==> src/rtl/pio_defines.vh <==
/*
 Constants for the shared parallel I/O port block: register indices,
 implemented-bit masks, reset values and analog-capable pin mask.
 Assumes the includer works on 16-bit ports B to F, five in all.
*/
// Operation
// - a pin actively driven by an enabled peripheral has its port driver off
// - enabled but idle peripheral lets the port logic drive the pin
// - direction bit 1 makes the pin input, 0 drives it from the latch
// - every implemented pin becomes an input after any reset
// - latch register reads return latch contents; writes update the latch
// - pin-state reads return pin levels; writes update the output latch
// - bits not valid on the device read zero in latch, direction and pins
// - per-pin multiplexer pair hands pad data and enable to peripheral first
// - pins shared only with input functions act as dedicated port pins
// - pins selected as analog channels read as zero in pin-state reads
// - pins configured as digital inputs are not routed to the converter
// - unimplemented bits in all port registers read zero and ignore writes
`ifndef PIO_DEFINES_VH
`define PIO_DEFINES_VH

`define PORT_W 16
`define PORT_N 5

`define IDX_DIR_B 10'h2C6
`define IDX_PIN_B 10'h2C8
`define IDX_LAT_B 10'h2CA
`define IDX_DIR_C 10'h2CC
`define IDX_PIN_C 10'h2CE
`define IDX_LAT_C 10'h2D0
`define IDX_DIR_D 10'h2D2
`define IDX_PIN_D 10'h2D4
`define IDX_LAT_D 10'h2D6
`define IDX_DIR_E 10'h2D8
`define IDX_PIN_E 10'h2DA
`define IDX_LAT_E 10'h2DC
`define IDX_DIR_F 10'h2DE
`define IDX_PIN_F 10'h2E0
`define IDX_LAT_F 10'h2E2

`define IMPL_B 16'h01FF
`define IMPL_C 16'hE000
`define IMPL_D 16'h000F
`define IMPL_E 16'h013F
`define IMPL_F 16'h007F
`define IMPL_ALL {`IMPL_F, `IMPL_E, `IMPL_D, `IMPL_C, `IMPL_B}

`define DIR_RST_B 16'h01FF
`define DIR_RST_C 16'hE000
`define DIR_RST_D 16'h000F
`define DIR_RST_E 16'h013F
`define DIR_RST_F 16'h007F
`define LAT_RST 16'h0000

`define ANALOG_CAP_B 16'h01FF
`define ANALOG_CAP_ALL {64'h0000000000000000, `ANALOG_CAP_B}

`define KIND_DIR 2'h0
`define KIND_PIN 2'h1
`define KIND_LAT 2'h2

`endif

==> src/rtl/shared_parallel_io_port.v <==
/*
 Shared parallel I/O ports B to F with a classic Wishbone register slave.
 Assumes pad inputs and peripheral signals are synchronous to clk_i;
 pin vectors pack port B in bits 15:0 up to port F in bits 79:64.
*/
`timescale 1ns/1ps
`include "pio_defines.vh"

module shared_parallel_io_port (
	input wire clk_i,
	input wire rst_i,
	input wire cyc_i,
	input wire stb_i,
	input wire we_i,
	input wire [11:0] adr_i,
	input wire [3:0] sel_i,
	input wire [31:0] dat_i,
	output wire [31:0] dat_o,
	output wire ack_o,
	input wire [79:0] pad_in_i,
	input wire [79:0] periph_en_i,
	input wire [79:0] periph_drive_i,
	input wire [79:0] periph_out_i,
	input wire [79:0] analog_pin_select_i,
	output wire [79:0] pad_out_o,
	output wire [79:0] pad_oe_o,
	output wire [79:0] adc_route_o
);

	// decode: {hit, port[2:0], kind[1:0]}
	function [5:0] decode;
		input [9:0] idx;
		begin
			case (idx)
			`IDX_DIR_B: begin
				decode = {1'b1, 3'h0, `KIND_DIR};
			end
			`IDX_PIN_B: begin
				decode = {1'b1, 3'h0, `KIND_PIN};
			end
			`IDX_LAT_B: begin
				decode = {1'b1, 3'h0, `KIND_LAT};
			end
			`IDX_DIR_C: begin
				decode = {1'b1, 3'h1, `KIND_DIR};
			end
			`IDX_PIN_C: begin
				decode = {1'b1, 3'h1, `KIND_PIN};
			end
			`IDX_LAT_C: begin
				decode = {1'b1, 3'h1, `KIND_LAT};
			end
			`IDX_DIR_D: begin
				decode = {1'b1, 3'h2, `KIND_DIR};
			end
			`IDX_PIN_D: begin
				decode = {1'b1, 3'h2, `KIND_PIN};
			end
			`IDX_LAT_D: begin
				decode = {1'b1, 3'h2, `KIND_LAT};
			end
			`IDX_DIR_E: begin
				decode = {1'b1, 3'h3, `KIND_DIR};
			end
			`IDX_PIN_E: begin
				decode = {1'b1, 3'h3, `KIND_PIN};
			end
			`IDX_LAT_E: begin
				decode = {1'b1, 3'h3, `KIND_LAT};
			end
			`IDX_DIR_F: begin
				decode = {1'b1, 3'h4, `KIND_DIR};
			end
			`IDX_PIN_F: begin
				decode = {1'b1, 3'h4, `KIND_PIN};
			end
			`IDX_LAT_F: begin
				decode = {1'b1, 3'h4, `KIND_LAT};
			end
			default: begin
				decode = 6'h00;
			end
			endcase
		end
	endfunction

	function [15:0] impl_mask;
		input [2:0] p;
		begin
			case (p)
			3'h0: begin
				impl_mask = `IMPL_B;
			end
			3'h1: begin
				impl_mask = `IMPL_C;
			end
			3'h2: begin
				impl_mask = `IMPL_D;
			end
			3'h3: begin
				impl_mask = `IMPL_E;
			end
			3'h4: begin
				impl_mask = `IMPL_F;
			end
			default: begin
				impl_mask = 16'h0000;
			end
			endcase
		end
	endfunction

	function [15:0] dir_reset;
		input [2:0] p;
		begin
			case (p)
			3'h0: begin
				dir_reset = `DIR_RST_B;
			end
			3'h1: begin
				dir_reset = `DIR_RST_C;
			end
			3'h2: begin
				dir_reset = `DIR_RST_D;
			end
			3'h3: begin
				dir_reset = `DIR_RST_E;
			end
			3'h4: begin
				dir_reset = `DIR_RST_F;
			end
			default: begin
				dir_reset = 16'h0000;
			end
			endcase
		end
	endfunction

	// byte-lane merge of a write into a 16-bit register
	function [15:0] merge;
		input [15:0] old;
		input [15:0] wdat;
		input [1:0] sel;
		begin
			merge[7:0] = sel[0] ? wdat[7:0] : old[7:0];
			merge[15:8] = sel[1] ? wdat[15:8] : old[15:8];
		end
	endfunction

	reg [15:0] dir_reg [0:4];
	reg [15:0] lat_reg [0:4];
	reg ack_reg;
	reg [31:0] dat_reg;
	reg [79:0] pad_out_reg;
	reg [79:0] pad_oe_reg;
	reg [79:0] adc_route_reg;
	integer i;

	wire [79:0] impl_all = `IMPL_ALL;
	wire [79:0] analog_on = analog_pin_select_i & `ANALOG_CAP_ALL;
	wire [5:0] dec = decode(adr_i[11:2]);
	wire hit = dec[5];
	wire [2:0] port = dec[4:2];
	wire [1:0] kind = dec[1:0];
	wire take = cyc_i & stb_i & ~ack_reg;
	wire [15:0] mask = impl_mask(port);
	wire [15:0] pins_now = pad_in_i[port * 16 +: 16];
	wire [15:0] analog_now = analog_on[port * 16 +: 16];
	wire [15:0] pin_view = pins_now & mask & ~analog_now;
	wire [15:0] wr_val = merge(lat_reg[port], dat_i[15:0], sel_i[1:0]);
	wire [15:0] wr_dir = merge(dir_reg[port], dat_i[15:0], sel_i[1:0]);
	wire [79:0] pad_out_next;
	wire [79:0] pad_oe_next;

	always @(posedge clk_i) begin
		if (rst_i) begin
			ack_reg <= 1'b0;
			dat_reg <= 32'h00000000;
			for (i = 0; i < `PORT_N; i = i + 1) begin
				dir_reg[i] <= dir_reset(i[2:0]);
				lat_reg[i] <= `LAT_RST;
			end
		end else begin
			ack_reg <= take;
			dat_reg <= 32'h00000000;
			if (take && hit && we_i) begin
				if (kind == `KIND_DIR) begin
					dir_reg[port] <= wr_dir & mask;
				end else begin
					lat_reg[port] <= wr_val & mask;
				end
			end
			if (take && hit && !we_i) begin
				case (kind)
				`KIND_DIR: begin
					dat_reg <= {16'h0000, dir_reg[port] & mask};
				end
				`KIND_PIN: begin
					dat_reg <= {16'h0000, pin_view};
				end
				`KIND_LAT: begin
					dat_reg <= {16'h0000, lat_reg[port] & mask};
				end
				default: begin
					dat_reg <= 32'h00000000;
				end
				endcase
			end
		end
	end

	// per-pin output multiplexer pair, peripheral over port
	genvar j;
	generate
		for (j = 0; j < 80; j = j + 1) begin : pad_mux
			wire own = periph_en_i[j] & periph_drive_i[j] & impl_all[j];
			wire dir_bit = dir_reg[j / 16][j % 16];
			wire lat_bit = lat_reg[j / 16][j % 16];
			assign pad_out_next[j] = own ? periph_out_i[j] :
				(lat_bit & impl_all[j]);
			assign pad_oe_next[j] = own ? 1'b1 : (~dir_bit & impl_all[j]);
		end
	endgenerate

	always @(posedge clk_i) begin
		if (rst_i) begin
			pad_out_reg <= 80'h0;
			pad_oe_reg <= 80'h0;
			adc_route_reg <= 80'h0;
		end else begin
			pad_out_reg <= pad_out_next;
			pad_oe_reg <= pad_oe_next;
			adc_route_reg <= analog_on & impl_all;
		end
	end

	assign dat_o = dat_reg;
	assign ack_o = ack_reg;
	assign pad_out_o = pad_out_reg;
	assign pad_oe_o = pad_oe_reg;
	assign adc_route_o = adc_route_reg;

endmodule

==> config.mk <==
export PLATFORM = sky130hd
export DESIGN_NAME = shared_parallel_io_port
export DESIGN_NICKNAME = d
export VERILOG_FILES = /design/src/rtl/shared_parallel_io_port.v
export VERILOG_INCLUDE_DIRS = /design/src /design/src/rtl
export SDC_FILE = /design/constraint.sdc
export NUM_CORES = 1
export LEC_CHECK = 0
export BUFFER_PORTS_ARGS = -buffer_cell sky130_fd_sc_hd__buf_2
export CAP_MARGIN = 20
export CORE_AREA = 2 2 279 281
export DETAILED_ROUTE_END_ITERATION = 6
export DIE_AREA = 0 0 281 283
export SYNTH_ARGS = -nofsm -noshare
export SYNTH_HDL_FRONTEND = slang
export SYNTH_SLANG_ARGS = --single-unit
==> constraint.sdc <==
create_clock -name clk_i -period 4.1 [get_ports clk_i]
set_input_delay 0.41 -clock clk_i [delete_from_list [all_inputs] [get_ports clk_i]]
set_output_delay 0.41 -clock clk_i [all_outputs]
set_load 0.005 [all_outputs]
==> flow_metrics.tcl, run 1 <==
set metrics [dict create \
    status "completed" \
    cp_top_family "simple AND/OR/NAND/NOR gates" \
    drc_errors 0 \
    path_buf_inv 1 \
    slowest_delay_ns 0.75 \
    synth_warnings 0 \
    cts_setup_buffers 0 \
    avgSynthCellArea_sq_um 10.8 \
    max_slew_margin_pct 41.4 \
    grt_overflow 0 \
    core_region_area_sq_mm 0.0767 \
    syn_inst 949 \
    timing.reg2reg.setup_slack_ns 1.73 \
    yosys-top-cells-area "edfxtp_1 36%, dfxtp_1 16%, buf_4 14%, mux2i_1 7.9%, nand2_1 3.8%" \
    hpwl_um 29500 \
    hold_class "in2reg" \
    place_ws_ns 0.721 \
    final_area_sq_mm 0.0132 \
    synth_seq_area_share_pct 52.0 \
    antenna_found_initial 32 \
    place.gp.congestion 0.778 \
    comb_power_share_pct 7.7 \
    nNetsFinal 1721 \
    setup_viol 0 \
    area_delta_synth_final_pct 28.4 \
    synthFlopType "edfxtp_1" \
    fin_skew_ns 0.0182 \
    ctsHoldBuffers 0 \
    cts.sinks 205 \
    root_buffer "clkbuf_16" \
    cts_buffers 28 \
    async_flop_share_pct 0 \
    worst_pin_slew_ns 0.879 \
    p_switching_uw 1240 \
    leakage_uw 0.00582 \
    p_seq_share_pct 45.7 \
    rsz0062_at_grt "false" \
    wire_per_inst_um 15.9 \
    p_sw_share_pct 24.5 \
    setup_ws_ns 1.23 \
    cp_slowest_cell "a2111oi_1" \
    rows 102 \
    io_buffer_count 239 \
    drt-initial-drc-count 519 \
    fin_crit_ns 2.87 \
    htree_levels 1 \
    postPlaceCellArea_sq_mm 0.0123 \
    drive_gt1_share_pct 26.4 \
    max_cap_violations 0 \
    die_w_um 281 \
    hold_viol_final 0 \
    vias 7580 \
    synth_cell_types 76 \
    cts_resized 0 \
    grt_pass1_wl_um 49100 \
    synth_top_area_share_pct 36.0 \
    via_per_inst 3.25 \
    end_kind "register" \
    wirelength_um 37000 \
    ys_ff_latch 205 \
    grt_max_degree 72 \
    cts_tree "yes" \
    slew_viol_final 0 \
    p_per_area_mw_per_mm2 384 \
    dieArea_sq_mm 0.0795 \
    crit_chain "buf_2, nand4bb_1, a2111oi_1, nor4_2, nor2_1, nand3_2, nor3_2, or2_2" \
    grt_pass1_vias 6820 \
    path_class "in2reg" \
    ant_nets 0 \
    die_y_um 283 \
    largest_register_ffs 62 \
    synth_edf_count 123 \
    ios 726 \
    first_pass_iters 5 \
    ir_drop_uv 260 \
    fillers 8559 \
    start_util_pct 13.4 \
    cp-start-kind "input pin" \
    cell_internal_pwr_uw 3820 \
    p_clk_share_pct 46.6 \
    synth_top_cell_by_area "edfxtp_1" \
    cp_data_required_time_ns 4.29 \
    arrival_ns 3.06 \
    cp_max_fo 12 \
    syn_area_sq_mm 0.0103 \
    max_freq_mhz 348 \
    clk_latency_ns 0.56 \
    cts.path.max_buffers 3 \
    post-route-period-util_pct 70.1 \
    track_usage_pct 8.79 \
    clk_transition_reported_paths_ns 0.05 \
    final.setup.tns_ns 0 \
]
[worst paths after layout]
path,start,to,cells after the start
max,adr_i[6],dir_reg[2][7],8
min,analog_pin_select_i[2],adc_route_o[2],2
max reg2reg,ack_o,dir_reg[2][7],5
min reg2reg,dir_reg[4][6],pad_oe_o[70],1
[per-layer routing]
| metal | global-route usage [%] | up-vias | wire (um) |
|---|---|---|---|
| met5 | 0 | - | 169 |
| met4 | 1.52 | 28 | 534 |
| met3 | 3.68 | 69 | 4240 |
| met2 | 14.1 | 375 | 16600 |
| met1 | 11.1 | 3538 | 15500 |
| li1 | - | 3570 | - |
[cell families (layout without fill, tap and decap cells)]
kind of cell    after synthesis  in the layout  synth area share [%]
compound gates              153            153                  9.50
xor+xnor                      1              1                0.0854
buf+inv                     235            323                  16.3
flops                       205            205                  52.0
mux                          91             91                  9.04
other cells                   1            259                0.0366
simple gates                263            263                  13.0
[metrics by stage]
step | hold WS (ns) | cells | total power, uW | utilization, %
2_1_floorplan | 0.420 | 1202 | 2670 | -
3_3_place_gp | 0.444 | 2278 | 2740 | 16.0
5_1_grt | 0.0743 | 2331 | 5280 | 17.2
4_1_cts | 0.0557 | 2330 | 5140 | 17.2
6_report | 0.0779 | 2335 | 5060 | 17.2
3_5_place_dp | 0.449 | 2278 | 2740 | 16.0
[worst reg2reg max path, stage by stage (launching register included)]
cell,delay [ns]
dfxtp_1,0.31
nand4bb_1,0.28
nor2_1,0.21
nand3_2,0.26
nor3_2,0.45
or2_2,0.49
[Yosys cell counts, types with 2 or more instances]
library cell / number
a21o_1: 12
a21oi_1: 77
a221o_1: 3
a221oi_1: 2
a22o_1: 2
a22oi_1: 3
a31oi_1: 2
a32oi_1: 4
and2_1: 3
and3_1: 3
and3b_1: 2
buf_2: 8
buf_4: 196
buf_6: 3
buf_8: 2
clkbuf_1: 14
dfxtp_1: 82
edfxtp_1: 123
inv_1: 10
mux2_2: 9
mux2i_1: 81
nand2_1: 105
nand2b_1: 16
nand3_1: 34
nand3_2: 2
nand4_1: 2
nand4b_1: 3
nand4bb_1: 3
nor2_1: 52
nor2_2: 3
nor2b_1: 8
nor3_1: 4
nor3_2: 2
nor4_1: 2
nor4_2: 2
o2111ai_1: 2
o21ai_0: 19
o221ai_1: 2
o22ai_1: 3
o311a_1: 2
o32ai_1: 3
or2_2: 5
[final cells by class]
cell class	count	area, sq um	share of cell area [%]
Multi-Input combinational cell	762	4190	31.8
Timing Repair Buffer	260	1380	10.5
Inverter	11	41.3	0.314
Antenna cell	5	12.5	0.0950
Clock inverter	11	82.6	0.627
Sequential cell	205	5340	40.5
Tap cell	1040	1300	9.88
Clock buffer	41	821	6.23
[power groups by stage]
| stage | Sequential [uW] | Clock [uW] | Combinational, uW |
|---|---|---|---|
| floorplan | 2350 | 0 | 325 |
| global placement | 2350 | 0 | 388 |
| detailed placement | 2360 | 0 | 389 |
| CTS | 2310 | 2440 | 390 |
| global route | 2320 | 2520 | 437 |
| finish | 2310 | 2350 | 390 |
[layout by cell type, fill, tap and decap left out, drive strengths merged, types with 3 or more instances in the layout]
cell        n
nand4b      3
clkinv      6
nand4bb     4
nor4        5
a32oi       4
clkinvlp    3
o22ai       3
nand2b     16
and2        3
a221o       3
mux2i      81
nor2b       8
clkbuf     41
inv        13
nor2       55
and3        4
nand3      36
nand2     105
mux2       10
edfxtp    123
nor3        6
a22oi       4
diode       5
o21ai      20
o32ai       3
dfxtp      82
buf       260
conb      254
or2         6
a21oi      78
a21o       12
(Power assumes the default switching activity.)
==> run 2: changes to the inputs <==
==> constraint.sdc (replaced) <==
create_clock -name clk_i -period 2.55 [get_ports clk_i]
set_input_delay 0.255 -clock clk_i [delete_from_list [all_inputs] [get_ports clk_i]]
set_output_delay 0.255 -clock clk_i [all_outputs]
set_load 0.005 [all_outputs]
==> run 2 against run 1 <==
Compared with the run above: count of clock-buffer cells in the layout fell by 7; largest cell class unchanged; die area did not move; core utilization increased by 2.9 points; non-clock buffer count is 212 higher.
==> flow_metrics.tcl, run 2 (synthesis gave the netlist of run 1 again) <==
set metrics [dict create \
    core_region_area_sq_mm 0.0767 \
    root_buffer "clkbuf_16" \
    cts.sinks 205 \
    cts_resized 0 \
    first_pass_iters 5 \
    max_cap_violations 0 \
    slew_viol_final 0 \
    place.gp.congestion 0.791 \
    max_slew_margin_pct 53.8 \
    timing.reg2reg.setup_slack_ns 0.68 \
    cp-start-kind "input pin" \
    status "completed" \
    p_per_area_mw_per_mm2 567 \
    die_w_um 281 \
    postPlaceCellArea_sq_mm 0.0131 \
    crit_start "adr_i[2]" \
    nNetsFinal 1934 \
    wirelength_um 39400 \
    ir_drop_uv 418 \
    cts_setup_buffers 0 \
    layout_commonest_cell "conb_1" \
    ctsHoldBuffers 134 \
    io_buffer_count 239 \
    cts.path.max_buffers 3 \
    cts_tree "yes" \
    hold_class "in2reg" \
    grt_overflow 0 \
    hold_viol_final 0 \
    grt_max_degree 42 \
    fin_crit_ns 2.13 \
    fin_skew_ns 0.0479 \
    drc_errors 0 \
    place_ws_ns -0.171 \
    area_delta_synth_final_pct 50.0 \
    die_y_um 283 \
    hp-start "dat_i[14]" \
    hpwl_um 30100 \
    track_usage_pct 9.42 \
    end_kind "register" \
    arrival_ns 2.44 \
    via_per_inst 3.28 \
    crit_chain "buf_2, buf_4, nor3b_2, nand4_1, buf_12, buf_12, mux2i_1, mux2i_1, mux2_2, o21ai_0, nand2_1" \
    clk_latency_ns 0.61 \
    largest_register_ffs 62 \
    ant_nets 0 \
    cp_slowest_cell "nor3b_2" \
    power_uw 8720 \
    layout_common_cells "254 x conb_1, 238 x buf_2, 134 x dlygate4sd3_1" \
    cts_buffers 29 \
    slowest_delay_ns 0.32 \
    path_class "in2reg" \
    dieArea_sq_mm 0.0795 \
    drive_gt1_share_pct 28.1 \
    wire_per_inst_um 15.5 \
    cp_data_required_time_ns 2.86 \
    final_area_sq_mm 0.0154 \
    reg2reg_from "ack_o" \
    grt_pass1_wl_um 53900 \
    cp_max_fo 24 \
    antenna_found_initial 24 \
    setup_ws_ns 0.422 \
    start_util_pct 13.4 \
    setup_viol 0 \
    clk_transition_reported_paths_ns 0.05 \
    grt_pass1_vias 8250 \
    leakage_uw 0.00684 \
    rows 102 \
    rsz0062_at_grt "false" \
    post-route-period-util_pct 83.4 \
    htree_levels 1 \
    worst_pin_slew_ns 0.693 \
    drt-initial-drc-count 344 \
    ios 726 \
    max_freq_mhz 470 \
    vias 8362 \
]
==> run 2: cell types whose count changed in the layout (fill, tap and decap cells not counted), sizes merged <==
cell	before	now
buf	260	338
dlygate4sd3	0	134
inv	13	15
clkinvlp	3	2
diode	5	2
bufinv	0	3
clkinv	6	11
clkbuf	41	34
==> run 2: worst paths after layout <==
check / cells past startpoint / to
worst max-delay path: 11 / dir_reg[3][8]
worst min-delay path: 3 / dir_reg[1][14]
worst max register to register: 7 / lat_reg[4][14]
worst min register to register: 1 / pad_oe_o[56]
==> run 2: area by class of cell <==
class,instances,area [sq um]
diodes,2,5.00
well taps,1040,1300
multi-input cells,762,4200
flip-flops and latches,205,5340
clock buffers,34,744
fillers,8349,61300
inverters,11,41.3
clock inverters,20,224
repair buffers,472,3520
==> run 2: metrics by stage <==
| step | setup TNS, ns | std cells | hold slack [ns] | util (%) |
|---|---|---|---|---|
| after floorplan | 0 | 1202 | 0.383 | - |
| after global placement | -6.48 | 2356 | 0.458 | 17.0 |
| after detailed placement | -9.12 | 2356 | 0.455 | 17.0 |
| after CTS | 0 | 2544 | 0.00672 | 20.0 |
| after global routing | 0 | 2544 | 0.0290 | 20.0 |
| final | 0 | 2546 | 0.0275 | 20.0 |
==> run 2: routing by layer <==
layer / track usage, % / share of wire, % / vias up
met5: 0 / 0.30 / -
met4: 2.14 / 2.3 / 20
met3: 3.12 / 8.7 / 63
met2: 16.2 / 47 / 333
met1: 11.3 / 42 / 3950
li1: - / - / 3996
==> run 2: critical path, delay by kind of cell <==
| kind | cells | cell delay (ns) |
|---|---|---|
| AND/OR/NAND/NOR | 3 | 0.71 |
| buffers and inverters | 4 | 0.68 |
| multiplexers | 3 | 0.52 |
| AO/OA/AOI/OAI | 1 | 0.25 |
==> run 2: power breakdown <==
group	leakage, uW	internal (uW)	total, uW	switching (uW)
combinational	0.00457	422	861	439
sequential	0.00181	3660	3720	55.2
clock	0.000465	2430	4140	1720
total	0.00684	6510	8720	2210
==> run 3: changes to the inputs <==
--- a/config.mk
+++ b/config.mk
@@ -6,11 +6,12 @@
 export SDC_FILE = /design/constraint.sdc
 export NUM_CORES = 1
 export LEC_CHECK = 0
+export ABC_AREA = 1
 export BUFFER_PORTS_ARGS = -buffer_cell sky130_fd_sc_hd__buf_2
 export CAP_MARGIN = 20
-export CORE_AREA = 2 2 279 281
+export CORE_AREA = 2 2 284 286
 export DETAILED_ROUTE_END_ITERATION = 6
-export DIE_AREA = 0 0 281 283
+export DIE_AREA = 0 0 286 288
 export SYNTH_ARGS = -nofsm -noshare
 export SYNTH_HDL_FRONTEND = slang
 export SYNTH_SLANG_ARGS = --single-unit
==> constraint.sdc (replaced) <==
create_clock -name clk_i -period 2.1 [get_ports clk_i]
set_input_delay 0.21 -clock clk_i [delete_from_list [all_inputs] [get_ports clk_i]]
set_output_delay 0.21 -clock clk_i [all_outputs]
set_load 0.005 [all_outputs]
==> run 3 against run 2 <==
Compared with the run above: the flow now finishes with violations (negative hold slack); first-iteration DRC count up 58%; critical path type is now reg2reg; setup slack got worse by 0.21 ns; largest power group unchanged; register-to-register slack worse by 0.47 ns; synthesized area grew 5.1%; final area is 1.9% higher.
==> flow_metrics.tcl, run 3 <==
set metrics [dict create \
    p_per_area_mw_per_mm2 667 \
    place.gp.congestion 0.810 \
    ant_nets 0 \
    cts_setup_buffers 0 \
    crit_chain "nor2_1, and3_1, inv_1, nor2_1, nand3_1, inv_2, nand2_1, nand2_1, buf_12" \
    clk_latency_ns 0.57 \
    synth_top_family_by_area "simple AND/OR/NAND/NOR gates" \
    postPlaceCellArea_sq_mm 0.0134 \
    cts_buffers 27 \
    p_clk_share_pct 46.7 \
    clk_transition_reported_paths_ns 0.06 \
    cp_max_fo 9 \
    fillers 8853 \
    largest_register_ffs 63 \
    area_delta_synth_final_pct 45.4 \
    r2r-end "lat_reg[1][6]" \
    holdWs_ns -0.00507 \
    vias 9475 \
    cp_data_required_time_ns 2.38 \
    cts.path.max_buffers 3 \
    synth_most_common_cell "nand2_1" \
    cell_internal_pwr_uw 7820 \
    synth_top_cell_by_area "edfxtp_1" \
    max_cap_violations 0 \
    synth_top_area_share_pct 34.6 \
    first_pass_iters 5 \
    synth_xor_xnor_area_share_pct 0 \
    path_buf_inv 3 \
    seqCellArea_sq_mm 0.00537 \
    core_region_area_sq_mm 0.0796 \
    slowest_delay_ns 0.33 \
    synth_seq_area_share_pct 49.8 \
    grt-busiest-layer "met2" \
    cts_resized 0 \
    multiInputGateArea_sq_mm 0.00434 \
    p_seq_share_pct 43.4 \
    fin_skew_ns 0.0207 \
    worst_pin_slew_ns 0.621 \
    r2r.worst_path.cells 9 \
    use_met1_pct 12.2 \
    leakage_uw 0.00734 \
    crit_end "lat_reg[1][6]" \
    final_area_sq_mm 0.0157 \
    via_per_inst 3.31 \
    status "finished, violations left" \
    layout_common_cells "368 x nand2_1, 255 x conb_1, 239 x buf_2" \
    synthMuxAreaShare_pct 0 \
    ios 726 \
    ys_top_cells_by_count "368 x nand2_1, 194 x buf_4, 124 x edfxtp_1" \
    synth_warnings 0 \
    cts.sinks 206 \
    max_freq_mhz 529 \
    hold_class "in2reg" \
    arrival_ns 2.17 \
    wirelength_um 41000 \
    antenna_found_initial 12 \
    fin_crit_ns 1.89 \
    root_buffer "clkbuf_16" \
    p_sw_share_pct 25.2 \
    cp_num_cells 9 \
    wire_per_inst_um 14.3 \
    setup_viol 0 \
    hold_viol_final 1 \
    slew_viol_final 0 \
    timing.reg2reg.setup_slack_ns 0.21 \
    final.setup.tns_ns 0 \
    end_kind "register" \
    max_slew_margin_pct 58.6 \
    crit_start "ack_o" \
    synth-simple-area-share_pct 25.2 \
    place_ws_ns -0.257 \
    synth-compound-area-share_pct 6.14 \
    post-route-period-util_pct 90.0 \
    synthAdderAreaFrac_pct 0 \
    die_w_um 286 \
    p_switching_uw 2640 \
    setup_ws_ns 0.210 \
    drc_errors 0 \
    synthFlopType "edfxtp_1" \
    dieArea_sq_mm 0.0824 \
    layout_commonest_cell "nand2_1" \
    drt-initial-drc-count 545 \
    grt_overflow 0 \
    synth_cell_types 45 \
    nNetsFinal 2230 \
    hpwl_um 31700 \
    syn_inst 1260 \
    violations "negative hold slack" \
    die_y_um 288 \
    cts_tree "yes" \
    yosys-top-cells-area "edfxtp_1 35%, dfxtp_1 15%, buf_4 14%, nand2_1 13%, nand3_1 4.4%" \
    cp_top_family "simple AND/OR/NAND/NOR gates" \
    htree_levels 1 \
    start_util_pct 13.5 \
    comb_power_share_pct 9.9 \
    grt_max_degree 41 \
    cp_slowest_cell "dfxtp_1" \
    reg2reg_from "ack_o" \
    io_buffer_count 239 \
    grtUsageMet3_pct 2.00 \
    rsz0062_at_grt "false" \
    syn_area_sq_mm 0.0108 \
    avgSynthCellArea_sq_um 8.55 \
    ys_ff_latch 206 \
    path_class "reg2reg" \
    drive_gt1_share_pct 23.9 \
    cp-start-kind "register" \
    ctsHoldBuffers 129 \
    track_usage_pct 9.40 \
    async_flop_share_pct 0 \
    fin_cells 2863 \
    ir_drop_uv 574 \
    grt_pass1_wl_um 56700 \
    rows 104 \
    place_inst 2679 \
    synth_edf_count 124 \
    grt_use_met2_pct 15.8 \
    grt_pass1_vias 8785 \
]
## run 3: stage by stage
stage          power (uW)  utilization [%]
2_1_floorplan        5260                -
3_3_place_gp         5450             16.9
3_5_place_dp         5460             16.9
4_1_cts             10600             19.7
5_1_grt             10900             19.7
6_report            10500             19.7
## run 3: metal layers
layer / vias up / part of all wire (%)
met4: 10 / 2.0
met1: 4373 / 43
li1: 4683 / -
met5: - / 0.15
met3: 49 / 7.4
met2: 360 / 47
## run 3: worst min path at each step
stage                                 startpoint              to  slack (ns)  depth (start not counted)
after floorplan           analog_pin_select_i[0]  adc_route_o[0]        0.32                          2
after global placement    analog_pin_select_i[6]  adc_route_o[6]        0.43                          3
after detailed placement  analog_pin_select_i[6]  adc_route_o[6]        0.43                          3
after CTS                        periph_en_i[48]   pad_out_o[48]       0.002                          4
after global routing          periph_drive_i[68]    pad_oe_o[68]        0.02                          3
final                         periph_drive_i[68]   pad_out_o[68]      -0.005                          3
## run 3: worst register-to-register path: cells and delay by family (launching register included)
kind	cells	cell delay, ns
DFF	1	0.33
buffers and inverters	3	0.42
and+or+nand+nor	6	0.88
## run 3: cells by family after synthesis
family | count (synthesis)
and+or+nand+nor | 609
buffers and inverters | 320
DFF | 206
AOI/OAI and AO/OA | 124
other | 1
## run 3: power by group through the flow
stage / registers (uW) / clock network, uW / logic (uW)
after floorplan: 4600 / 0 / 653
after global placement: 4620 / 0 / 828
after detailed placement: 4620 / 0 / 835
after CTS: 4540 / 5040 / 1020
after global routing: 4550 / 5190 / 1160
final: 4530 / 4890 / 1030
## run 3: area by class of cell
class / instances / area share (%)
Tap cell: 1060 / 8.46
Clock buffer: 34 / 4.68
Clock inverter: 16 / 1.22
Inverter: 90 / 2.16
Sequential cell: 206 / 34.2
Timing Repair Buffer: 464 / 21.5
Antenna cell: 5 / 0.0798
Multi-Input combinational cell: 988 / 27.7
